$ cat src/hw/pmic_pkg.sv
// Behaviour
// - From power-up only the always-on rail is enabled; every other rail stays off.
// - Once the always-on rail is good, raise supply-good to free the clock-domain reset.
// - A low full-power request starts power-down; processor may drop it any time.
// - Rails come up by strobe: 15, then 1, 2, 3, 4, then 5.
// - After all sequenced rails are up, drive all-rails-good high.
// - A wake event such as a button press asserts the wake output.
// - A button press pulls the open-drain interrupt low until acknowledged.
// - Power indicator turns on after a complete power-up, and for one flash after a power-up fault.
// - A fault during power-up shuts down and flashes the indicator exactly once.
// - Configuration writes switch rails on or off and set regulator voltages.
// - Processor rail voltage resets to 1.1V and may be raised by writes.
// - Memory rail voltage resets to 1.5V and may be lowered to 1.35V.
// - Clock-only low power keeps the always-on rail and wake detection alive.
// - Clock-plus-memory low power keeps always-on and memory rails and wake detection.
// - Button held longer than 8 seconds powers the device down.
package pmic_pkg;
  // ****************************************************************
  // Rails, strobes and voltage codes
  // ****************************************************************
  localparam int RAILS = 7;
  localparam int RAIL_AO = 0;
  localparam int RAIL_MEM = 1;
  localparam int RAIL_LOW_IO = 2;
  localparam int RAIL_IO_PRI = 3;
  localparam int RAIL_IO_SEC = 4;
  localparam int RAIL_CORE = 5;
  localparam int RAIL_MPU = 6;
  // Step per rail; step 0 stands for strobe 15, which is up from power-up
  localparam logic [20:0] RAIL_STEP = {3'h5, 3'h5, 3'h4, 3'h3, 3'h2, 3'h1, 3'h0};
  localparam logic [2:0] FIRST_STEP = 3'h1;
  localparam logic [2:0] LAST_STEP = 3'h5;
  localparam logic [6:0] AO_MASK = 7'h01;
  localparam logic [6:0] RAIL_SW_RST = 7'h7f;
  // Voltage codes in 50 mV units
  localparam logic [6:0][7:0] VSEL_RST = {8'h16, 8'h16, 8'h42, 8'h42, 8'h24, 8'h1e, 8'h24};
  localparam logic [7:0] VSEL_MEM_LOW = 8'h1b;
  // Configuration write addresses
  localparam logic [3:0] CFG_RAIL_SW = 4'h0;
  localparam logic [3:0] CFG_VSEL_FIRST = 4'h1;
  localparam logic [3:0] CFG_VSEL_LAST = 4'h7;

  // ****************************************************************
  // Timing
  // ****************************************************************
  localparam longint CLK_HZ = 250000000;
  localparam longint DEB_US = 10000;
  localparam longint DEB_CYC = (DEB_US * CLK_HZ + 999999) / 1000000;
  localparam longint STROBE_US = 2000;
  localparam longint STROBE_CYC = (STROBE_US * CLK_HZ + 999999) / 1000000;
  localparam longint GOOD_TO_MS = 50;
  localparam longint GOOD_TO_CYC = (GOOD_TO_MS * CLK_HZ + 999) / 1000;
  localparam longint FLASH_MS = 250;
  localparam longint FLASH_CYC = (FLASH_MS * CLK_HZ) / 1000;
  localparam longint LONG_PRESS_MS = 8000;
  localparam longint LONG_PRESS_CYC = (LONG_PRESS_MS * CLK_HZ + 999) / 1000;

  // ****************************************************************
  // Types
  // ****************************************************************
  typedef struct packed {
    logic valid;
    logic [3:0] addr;
    logic [7:0] data;
  } pmic_cfg_wr_t;

  typedef enum logic [2:0] {S_AO_UP, S_IDLE, S_STROBE, S_ON, S_FAULT} pmic_state_t;
endpackage : pmic_pkg

$ cat src/hw/pmic_seq.sv
`timescale 1ns/1ps
module pmic_seq #(
  parameter int unsigned DEB_CYC = 32'(pmic_pkg::DEB_CYC),
  parameter int unsigned STROBE_CYC = 32'(pmic_pkg::STROBE_CYC),
  parameter int unsigned GOOD_TO_CYC = 32'(pmic_pkg::GOOD_TO_CYC),
  parameter int unsigned FLASH_CYC = 32'(pmic_pkg::FLASH_CYC),
  parameter int unsigned LONG_PRESS_CYC = 32'(pmic_pkg::LONG_PRESS_CYC)
) (
  input wire logic ref_clk_i,
  input wire logic rst_b_i,
  input wire logic full_power_request_pin_i,
  input wire logic button_n_i,
  input wire logic [6:0] rail_good_i,
  input wire pmic_pkg::pmic_cfg_wr_t cfg_i,
  input wire logic int_ack_i,
  input wire logic event_interrupt_n_i,
  output logic [6:0] rail_en_o,
  output logic [6:0][7:0] vsel_o,
  output logic always_on_supply_good_out_o,
  output logic all_rails_good_o,
  output logic processor_wake_input_o,
  output logic event_interrupt_n_o,
  output logic event_interrupt_n_oe_n_o,
  output logic power_led_o
);
  localparam int REQ = 0;
  localparam int BTN = 1;

  function automatic logic [6:0] pmic_step_mask(input logic [2:0] s);
    logic [6:0] m;
    m = '0;
    for (int r = 0; r < pmic_pkg::RAILS; r++) begin
      m[r] = (pmic_pkg::RAIL_STEP[r*3 +: 3] <= s);
    end
    return m;
  endfunction : pmic_step_mask

  // ****************************************************************
  // Synchronisers and debounce
  // ****************************************************************
  logic [1:0] s1;
  logic [1:0] s2;
  logic [6:0] g1;
  logic [6:0] g2;
  logic [1:0] deb;
  logic [1:0] next_deb;
  logic [1:0][31:0] deb_cnt;
  logic [1:0][31:0] next_deb_cnt;

  always_ff @(posedge ref_clk_i or negedge rst_b_i) begin
    if (!rst_b_i) begin
      s1 <= '0;
      s2 <= '0;
      g1 <= '0;
      g2 <= '0;
    end else begin
      s1 <= {~button_n_i, full_power_request_pin_i};
      s2 <= s1;
      g1 <= rail_good_i;
      g2 <= g1;
    end
  end

  // A level is accepted only after it has held for the whole debounce span
  always_comb begin
    next_deb = deb;
    next_deb_cnt = deb_cnt;
    for (int i = 0; i < 2; i++) begin
      if (s2[i] == deb[i]) begin
        next_deb_cnt[i] = '0;
      end else if (deb_cnt[i] >= DEB_CYC - 1) begin
        next_deb[i] = s2[i];
        next_deb_cnt[i] = '0;
      end else begin
        next_deb_cnt[i] = deb_cnt[i] + 32'h1;
      end
    end
  end

  always_ff @(posedge ref_clk_i or negedge rst_b_i) begin
    if (!rst_b_i) begin
      deb <= '0;
      deb_cnt <= '0;
    end else begin
      deb <= next_deb;
      deb_cnt <= next_deb_cnt;
    end
  end

  // ****************************************************************
  // Sequencer, configuration and events
  // ****************************************************************
  pmic_pkg::pmic_state_t state;
  pmic_pkg::pmic_state_t next_state;
  logic [2:0] step;
  logic [2:0] next_step;
  logic [31:0] tcnt;
  logic [31:0] next_tcnt;
  logic [31:0] hold;
  logic [31:0] next_hold;
  logic btn_d;
  logic next_btn_d;
  logic int_pend;
  logic next_int_pend;
  logic lockout;
  logic next_lockout;
  logic [6:0] rail_sw;
  logic [6:0] next_rail_sw;
  logic [6:0][7:0] next_vsel;
  logic [6:0] next_rail_en;
  logic next_aog;
  logic next_good;
  logic next_led;
  logic press;
  logic long_hit;
  logic [6:0] mask;

  always_comb begin
    next_state = state;
    next_step = step;
    next_tcnt = tcnt;
    next_lockout = lockout;
    next_rail_sw = rail_sw;
    next_vsel = vsel_o;
    next_aog = always_on_supply_good_out_o;
    next_led = power_led_o;
    mask = pmic_step_mask(step);
    press = deb[BTN] & ~btn_d;
    next_btn_d = deb[BTN];
    long_hit = deb[BTN] && (hold == LONG_PRESS_CYC - 1);
    next_hold = !deb[BTN] ? '0 : (hold < LONG_PRESS_CYC ? hold + 32'h1 : hold);
    // A press in the acknowledge cycle still leaves the interrupt pending
    next_int_pend = (int_pend & ~int_ack_i) | press;
    if (cfg_i.valid) begin
      if (cfg_i.addr == pmic_pkg::CFG_RAIL_SW) begin
        next_rail_sw = cfg_i.data[6:0];
      end else if (cfg_i.addr <= pmic_pkg::CFG_VSEL_LAST) begin
        next_vsel[3'(cfg_i.addr - pmic_pkg::CFG_VSEL_FIRST)] = cfg_i.data;
      end
    end
    unique case (state)
      pmic_pkg::S_AO_UP: begin
        if (g2[pmic_pkg::RAIL_AO]) begin
          next_aog = 1'b1;
          next_state = pmic_pkg::S_IDLE;
        end
      end
      pmic_pkg::S_IDLE: begin
        if (!deb[REQ] && !deb[BTN]) begin
          next_lockout = 1'b0;
        end
        if (deb[REQ] && !lockout) begin
          next_step = pmic_pkg::FIRST_STEP;
          next_tcnt = '0;
          next_state = pmic_pkg::S_STROBE;
        end
      end
      pmic_pkg::S_STROBE: begin
        next_tcnt = tcnt + 32'h1;
        if (!deb[REQ]) begin
          next_state = pmic_pkg::S_IDLE;
        end else if (tcnt >= STROBE_CYC - 1 && (g2 & mask) == mask) begin
          next_tcnt = '0;
          if (step == pmic_pkg::LAST_STEP) begin
            next_state = pmic_pkg::S_ON;
            next_led = 1'b1;
          end else begin
            next_step = step + 3'h1;
          end
        end else if (tcnt >= STROBE_CYC + GOOD_TO_CYC) begin
          next_tcnt = '0;
          next_led = 1'b1;
          next_state = pmic_pkg::S_FAULT;
        end
      end
      pmic_pkg::S_ON: begin
        if (!deb[REQ]) begin
          next_led = 1'b0;
          next_state = pmic_pkg::S_IDLE;
        end
      end
      pmic_pkg::S_FAULT: begin
        next_tcnt = tcnt + 32'h1;
        // The single flash ends here; lockout stops an automatic retry
        if (tcnt >= FLASH_CYC - 1) begin
          next_led = 1'b0;
          next_lockout = 1'b1;
          next_state = pmic_pkg::S_IDLE;
        end
      end
    endcase
    if (long_hit && state != pmic_pkg::S_AO_UP) begin
      next_led = 1'b0;
      next_lockout = 1'b1;
      next_state = pmic_pkg::S_IDLE;
    end
    // Always-on rail is forced on in every state, which keeps wake detection alive
    unique case (next_state)
      pmic_pkg::S_STROBE: next_rail_en = pmic_step_mask(next_step);
      pmic_pkg::S_ON: next_rail_en = rail_sw | pmic_pkg::AO_MASK;
      default: next_rail_en = pmic_pkg::AO_MASK;
    endcase
    next_good = (next_state == pmic_pkg::S_ON);
  end

  always_ff @(posedge ref_clk_i or negedge rst_b_i) begin
    if (!rst_b_i) begin
      state <= pmic_pkg::S_AO_UP;
      step <= '0;
      tcnt <= '0;
      hold <= '0;
      btn_d <= 1'b0;
      int_pend <= 1'b0;
      lockout <= 1'b0;
      rail_sw <= pmic_pkg::RAIL_SW_RST;
      vsel_o <= pmic_pkg::VSEL_RST;
      rail_en_o <= pmic_pkg::AO_MASK;
      always_on_supply_good_out_o <= 1'b0;
      all_rails_good_o <= 1'b0;
      processor_wake_input_o <= 1'b0;
      power_led_o <= 1'b0;
    end else begin
      state <= next_state;
      step <= next_step;
      tcnt <= next_tcnt;
      hold <= next_hold;
      btn_d <= next_btn_d;
      int_pend <= next_int_pend;
      lockout <= next_lockout;
      rail_sw <= next_rail_sw;
      vsel_o <= next_vsel;
      rail_en_o <= next_rail_en;
      always_on_supply_good_out_o <= next_aog;
      all_rails_good_o <= next_good;
      processor_wake_input_o <= deb[BTN];
      power_led_o <= next_led;
    end
  end

  // Open drain: pin level is never driven high, only the enable moves
  assign event_interrupt_n_o = 1'b0;
  assign event_interrupt_n_oe_n_o = ~int_pend;
endmodule : pmic_seq

$ cat config.mk
export PLATFORM = sky130hd
export DESIGN_NAME = pmic_seq
export DESIGN_NICKNAME = d
export VERILOG_FILES = /design/src/hw/pmic_pkg.sv /design/src/hw/pmic_seq.sv
export SDC_FILE = /design/constraint.sdc
export NUM_CORES = 1
export LEC_CHECK = 0
export ABC_AREA = 1
export BUFFER_PORTS_ARGS = -buffer_cell sky130_fd_sc_hd__buf_2
export CAP_MARGIN = 20
export CORE_ASPECT_RATIO = 1.75
export CORE_MARGIN = 1
export CORE_UTILIZATION = 31
export CTS_BUF_LIST = sky130_fd_sc_hd__clkbuf_4 sky130_fd_sc_hd__clkbuf_8
export DETAILED_ROUTE_END_ITERATION = 6
export GPL_TIMING_DRIVEN = 0
export SYNTH_ARGS = -nofsm -noshare
export SYNTH_HDL_FRONTEND = slang
export SYNTH_SLANG_ARGS = --single-unit
$ cat constraint.sdc
create_clock -name ref_clk_i -period 2.3 [get_ports ref_clk_i]
set_input_delay 0.46 -clock ref_clk_i [delete_from_list [all_inputs] [get_ports ref_clk_i]]
set_output_delay 0.46 -clock ref_clk_i [all_outputs]
set_load 0.05 [all_outputs]
---- After elaboration in Yosys (flattened, before gate mapping) ----
Index checks and enable logic that the tools add are counted.
storage, ports and cells
  register bits ........................... 230
  input bits .............................. 26
  output and inout port bits .............. 69
  word-level logic and storage cells ...... 149
operators by class
  add/sub/neg operators ................... 6
  $lt $le $gt $ge ......................... 21
  eq/ne operators ......................... 19
  muxes and demuxes ....................... 42
  bitwise operators ....................... 11
  reduce and logical (&&, ||, !) cells .... 23
operators with widths
  operator                 number
  $mux W32                 10
  $add A32 B1 Y32 const B  4
  $pmux W32 S3             1
  $ge A32 B22 Y1 const B   2
  $bwmux W56               1
  $mux W3                  13
  $eq A32 B31 Y1 const B   1
  $ge A32 B19 Y1 const B   1
  $ge A32 B24 Y1 const B   1
  $ge A32 B26 Y1 const B   1
  $lt A32 B31 Y1 const B   1
  $demux W8 S3             1
  $pmux W3 S5              1
  $pmux W7 S2              1
  $eq A3 B2 Y1 const B     4
  $le A1 B3 Y1 const A     4
  $le A2 B3 Y1 const A     4
  $le A3 B3 Y1 const A     4
  $ne A3 B3 Y1 const B     4
  $mux W1                  10
  $reduce_and A2 Y1        5
  $reduce_bool A3 Y1       3
  $mux W8                  1
  $ne A4 B4 Y1 const B     2
  25 further kinds         42

---- Longest topological paths before layout ----
  depth after elaboration ................. 10
  depth in mapped cells ................... 19
  mapped depth without buffers ............ 19

---- Worst setup path after synthesis ----
OpenSTA, ideal clock, no wires.
  path type ............................... register to register
  from .................................... register step[0]
  to ...................................... register tcnt[11]
  setup time .............................. 0.122 ns
  data arrival time ....................... 1.895 ns
  data required time ...................... 2.178 ns
  path slack .............................. 0.283 ns
  stages on the path, launching flop included .. 17
  buffers on the path ..................... 1
  clock period less this slack ............ 2.017 ns
  cells stage by stage .................... dfrtp_1 > inv_1 > ha_1 > nand3b_1 > nand2_1 > nand3_1 > nor2_2 > nand2_2 > nand2_1 > nand2_1 > nand2_1 > nand2_2 > nor2_2 > buf_4 > inv_1 > o21ai_1 > a21oi_1
between the ends
  word-level cells in the longest chain between the ends .. 7
  elaborated cells between the ends (all ways) .. 12
  classes of those cells .................. order compare (6); eq/ne (1); mux (3); bitwise (1); reduce/logical (1)
ends and longest elaborated chain
  what                                  line             text
  from (decl)                           pmic_seq.sv:95   logic [2:0] step;
  from (signal assigned)                pmic_seq.sv:224  step <= next_step;
  $le A1 B3 Y1 (tied with other cells)  pmic_seq.sv:33   m[r] = (pmic_pkg::RAIL_STEP[r*3 +: 3] <= s);
  $and A7 B7 Y7                         pmic_seq.sv:162  end else if (tcnt >= STROBE_CYC - 1 && (g2 & mask) == mask) begin
  $eq A7 B7 Y1 (*)                      pmic_seq.sv:162
  $logic_and A1 B1 Y1 (*)               pmic_seq.sv:162
  $mux W32 (*)                          pmic_seq.sv:162
  $mux W32 (*)                          pmic_seq.sv:160  if (!deb[REQ]) begin
  $pmux W32 S3 (*)                      pmic_seq.sv:141  unique case (state)
  to (signal assigned)                  pmic_seq.sv:225  tcnt <= next_tcnt;
  to (decl)                             pmic_seq.sv:97   logic [31:0] tcnt;
Every way passes the cells marked *; elsewhere a longest branch is shown, timed or not.
A chain may end at the register's enable or synchronous reset.

---- Final worst setup path ----
Same ends and word-level chain as after synthesis.

==> flow_summary_export.csv <==
group,metric,value,unit
clocking,clk_pin_slew_worst_paths,0.07,ns
clocking,insertion_delay,0.55,ns
timing,setup_viol_count_final,0,
clocking,cts_root_buf,"clkbuf_8",
status,outcome,"complete, no violations",
finish,final_core_util,38.1,%
routing,vias_per_cell,4.78,
place,dpl.cell_count,1918,
timing,fmax,456,MHz
critical_path,end_kind,"register",
routing,wire_per_inst,14.3,µm
synth,async_flop_share,100,%
clocking,cts_tree,"yes",
timing,worst_slew_pin_slew,0.878,ns
timing,holdWs,0.0524,ns
synth,avgSynthCellArea,8.27,µm²
grt,gr-usage-all-layers,15.9,%
finish,fill_cells,3621,
finish,drive_gt1_share,18.8,%
timing,fin_crit,2.19,ns
floorplan,dieWidth,145,µm
pwr,p_per_area,902,mW/mm²
routing,vias,9581,
routing,wl,28.6,mm
min_path,hp-class,"input port to register",
critical_path,cp_data_required_time,2.74,ns
place,detailed_place_hpwl,20.9,mm
timing,finalCritPeriodShare,95.4,%
synth,synth_warnings,0,
synth,synth_cell_types,49,
clocking,cts_made_buffers,36,
synth,synth-edff-count,0,
timing,maxSlewViolCount,0,
synth,post_synth_inst_count,1340,
grt,grt_max_degree,123,
pwr,p_leak,5.96,nW
floorplan,die-area,0.0365,mm²
timing,rsz0062_at_grt,"true",
critical_path,worstSetupStartpointType,"register",
grt,grt_pass1_vias,9751,
critical_path,critPathSlowestCell,"dfrtp_2",
floorplan,initial_utilization,31.5,%
critical_path,criticalPathCategory,"register to register",
synth,synthFlopType,"dfrtp_1",
finish,stdcell_count,2005,
floorplan,io_pins,95,
synth,syn_area,0.0111,mm²
critical_path,reg2reg_slack,0.11,ns
timing,final.setup_skew,0.0152,ns
clocking,cts.path.max_buffers,3,
routing,postRouteAntennaNets,0,
floorplan,core_area,0.0352,mm²
critical_path,crit_arrival,2.63,ns
finish,final_nets,1545,
routing,firstDrtPassIters,5,
timing,slew_headroom,41.5,%
flow_run,max_cap_viol_count,0,
critical_path,cp_slowest_stage_delay,0.46,ns
synth,yosysSeqAreaShare,52.0,%
floorplan,die_h,252,µm
pwr,max-vdd-ir-drop,716,µV
place,place_congestion,0.893,
routing,drc,0,
place,io_buffer_count,92,
pwr,power,12.1,mW
critical_path,worstPathMaxFanout,7,
floorplan,rows,91,
critical_path,worstPathCellList,"inv_4 > ha_4 > nand3b_1 > nand2_1 > nand3_2 > nor2_4 > nand2_2 > nand2_1 > nand2_1 > nand2_2 > nand2_4 > nor2_4 > buf_6 > inv_2 > o21ai_1 > a21oi_1",
finish,syn2layout_area_growth,20.8,%
critical_path,cp_common_cell,"nand2_1",
clocking,cts.htree.levels,2,
grt,antenna_found_initial,1,
routing,drtIter0Drc,415,
clocking,clock-sinks,229,
synth,ys_ff_latch,229,
timing,hold_violations,0,
grt,grt_pass1_wl,47.2,mm
grt,grt.overflow.total,0,
timing,timing.setup.tns,0,ns
==> registers in the layout, indices dropped and copies added (netlist names), 6 cells and up <==
register,count
deb_cnt,64
hold,32
g2,7
tcnt,32
g1,7
rail_sw,6
vsel_o,56
rail_en_o,7
==> repair_timing <==
item	4_1_cts	5_1_grt
setup endpoints to repair	56	96
pin swaps	0	7
setup buffers	0	10
gates cloned	0	2
hold buffers	8	0
hold endpoints to repair	18	0
gates resized for setup	7	63
==> synthesized netlist by cell type (all sizes together) (2+ instances only) <==
cell    count  share of area [%]
buf         9               0.44
dfrtp     204                 46
a31oi       4               0.23
a221oi      2               0.16
o21a        2               0.14
o21bai      6               0.41
a21oi      63                2.8
dfstp      25                5.9
nor4       22                1.4
nand3      79                3.8
inv       162                5.5
nor3b       9               0.65
nand3b      3               0.20
ha          8               0.90
clkbuf     17               0.58
conb        2              0.068
a211oi      5               0.34
and2        2               0.11
nor3       70                3.6
nor2      207                7.3
nand4      36                2.0
xor2       29                2.3
o21ai      86                3.9
o31ai       4               0.27
nand2     266                9.6
and3        2               0.11
xnor2      10               0.79
==> cell usage in the layout (no fill, tap or decap), types with 3 or more instances in the layout <==
cell           synthesis  layout
nand2_2               10      13
inv_1                156     152
nand2_4                3       5
dfrtp_2                0       5
nor3_1                62      59
clkbuf_8               0      43
nor4_1                20      18
clkbuf_4               0      12
o31ai_1                4       4
nand3_4                1       3
nand2_1              252     247
o21bai_1               6       6
dfrtp_1              204     199
nor2_2                 6      11
nor3_2                 7       9
ha_1                   8       6
dfstp_2               25      25
nand3b_1               3       3
nor3b_1                8       8
nor2_4                 2       6
o21ai_1                5       5
inv_2                  5       8
o21ai_0               81      81
clkbuf_1              17      12
dlygate4sd3_1          0       8
nand3_1               75      70
xnor2_1               10      10
conb_1                 2      22
a211oi_1               5       5
a31oi_1                4       4
xor2_1                29      29
buf_2                  6      97
nor2_1               199     190
nand4_1               36      36
nand3_2                3       6
clkinv_2               0       7
a21oi_1               63      63
buf_4                  2      12
==> final timing paths <==
path | from | to | depth (start not counted)
worst max-delay path | step[0] | tcnt[11] | 16
worst min-delay path | button_n_i | s1[1] | 2
worst max register to register | step[0] | tcnt[11] | 16
worst min register to register | g1[4] | g2[4] | 0
max in group asynchronous | rst_b_i | tcnt[22] | 3
min in group asynchronous | rst_b_i | deb_cnt[8] | 2
==> report_power, final <==
part	internal, mW	leakage, nW	switching [mW]
clock	1.99	0.406	1.67
combinational	0.949	2.64	2.65
sequential	4.56	2.92	0.252
total	7.50	5.96	4.58
==> final cells by class <==
type / count / area, µm² / share of cell area, %
diodes: 2 / 5.00 / 0.0374
plain buffers: 26 / 144 / 1.07
clock buffers: 53 / 667 / 4.98
clock inverters: 12 / 97.6 / 0.729
inverters: 162 / 613 / 4.58
multi-input cells: 943 / 4850 / 36.2
flip-flops and latches: 229 / 5770 / 43.1
well taps: 465 / 582 / 4.35
repair buffers: 113 / 666 / 4.97
==> per-layer routing <==
metal	up-vias	wire [µm]	GRT usage, %
met5	-	0	0
met2	214	15500	30.5
met4	0	1260	8.97
met3	89	1290	2.83
met1	4567	10500	16.0
li1	4711	-	-
==> stage by stage <==
step / instance area, µm² / setup WS (ns)
3_5_place_dp: 12200 / -0.258
5_1_grt: 13400 / -0.0478
4_1_cts: 13100 / -0.0227
6_report: 13400 / 0.106
2_1_floorplan: 11200 / 0.283
3_3_place_gp: 12200 / -3.28
==> worst max-delay path: cells and delay by family, from the launching register on <==
family,cells,cell delay (ns)
fa+ha+maj,1,0.16
compound gates,2,0.12
flops,1,0.46
simple gates,10,1.07
buf+inv,3,0.26
==> kinds of logic after synthesis <==
kind of cell / count (synthesis) / synth area share, %
xor+xnor: 39 / 3.08
buf+inv: 188 / 6.52
simple gates: 697 / 28.8
other cells: 2 / 0.0678
flops: 229 / 52.0
fa+ha+maj: 8 / 0.903
compound gates: 177 / 8.66
Power figures use the tool's default switching activity.
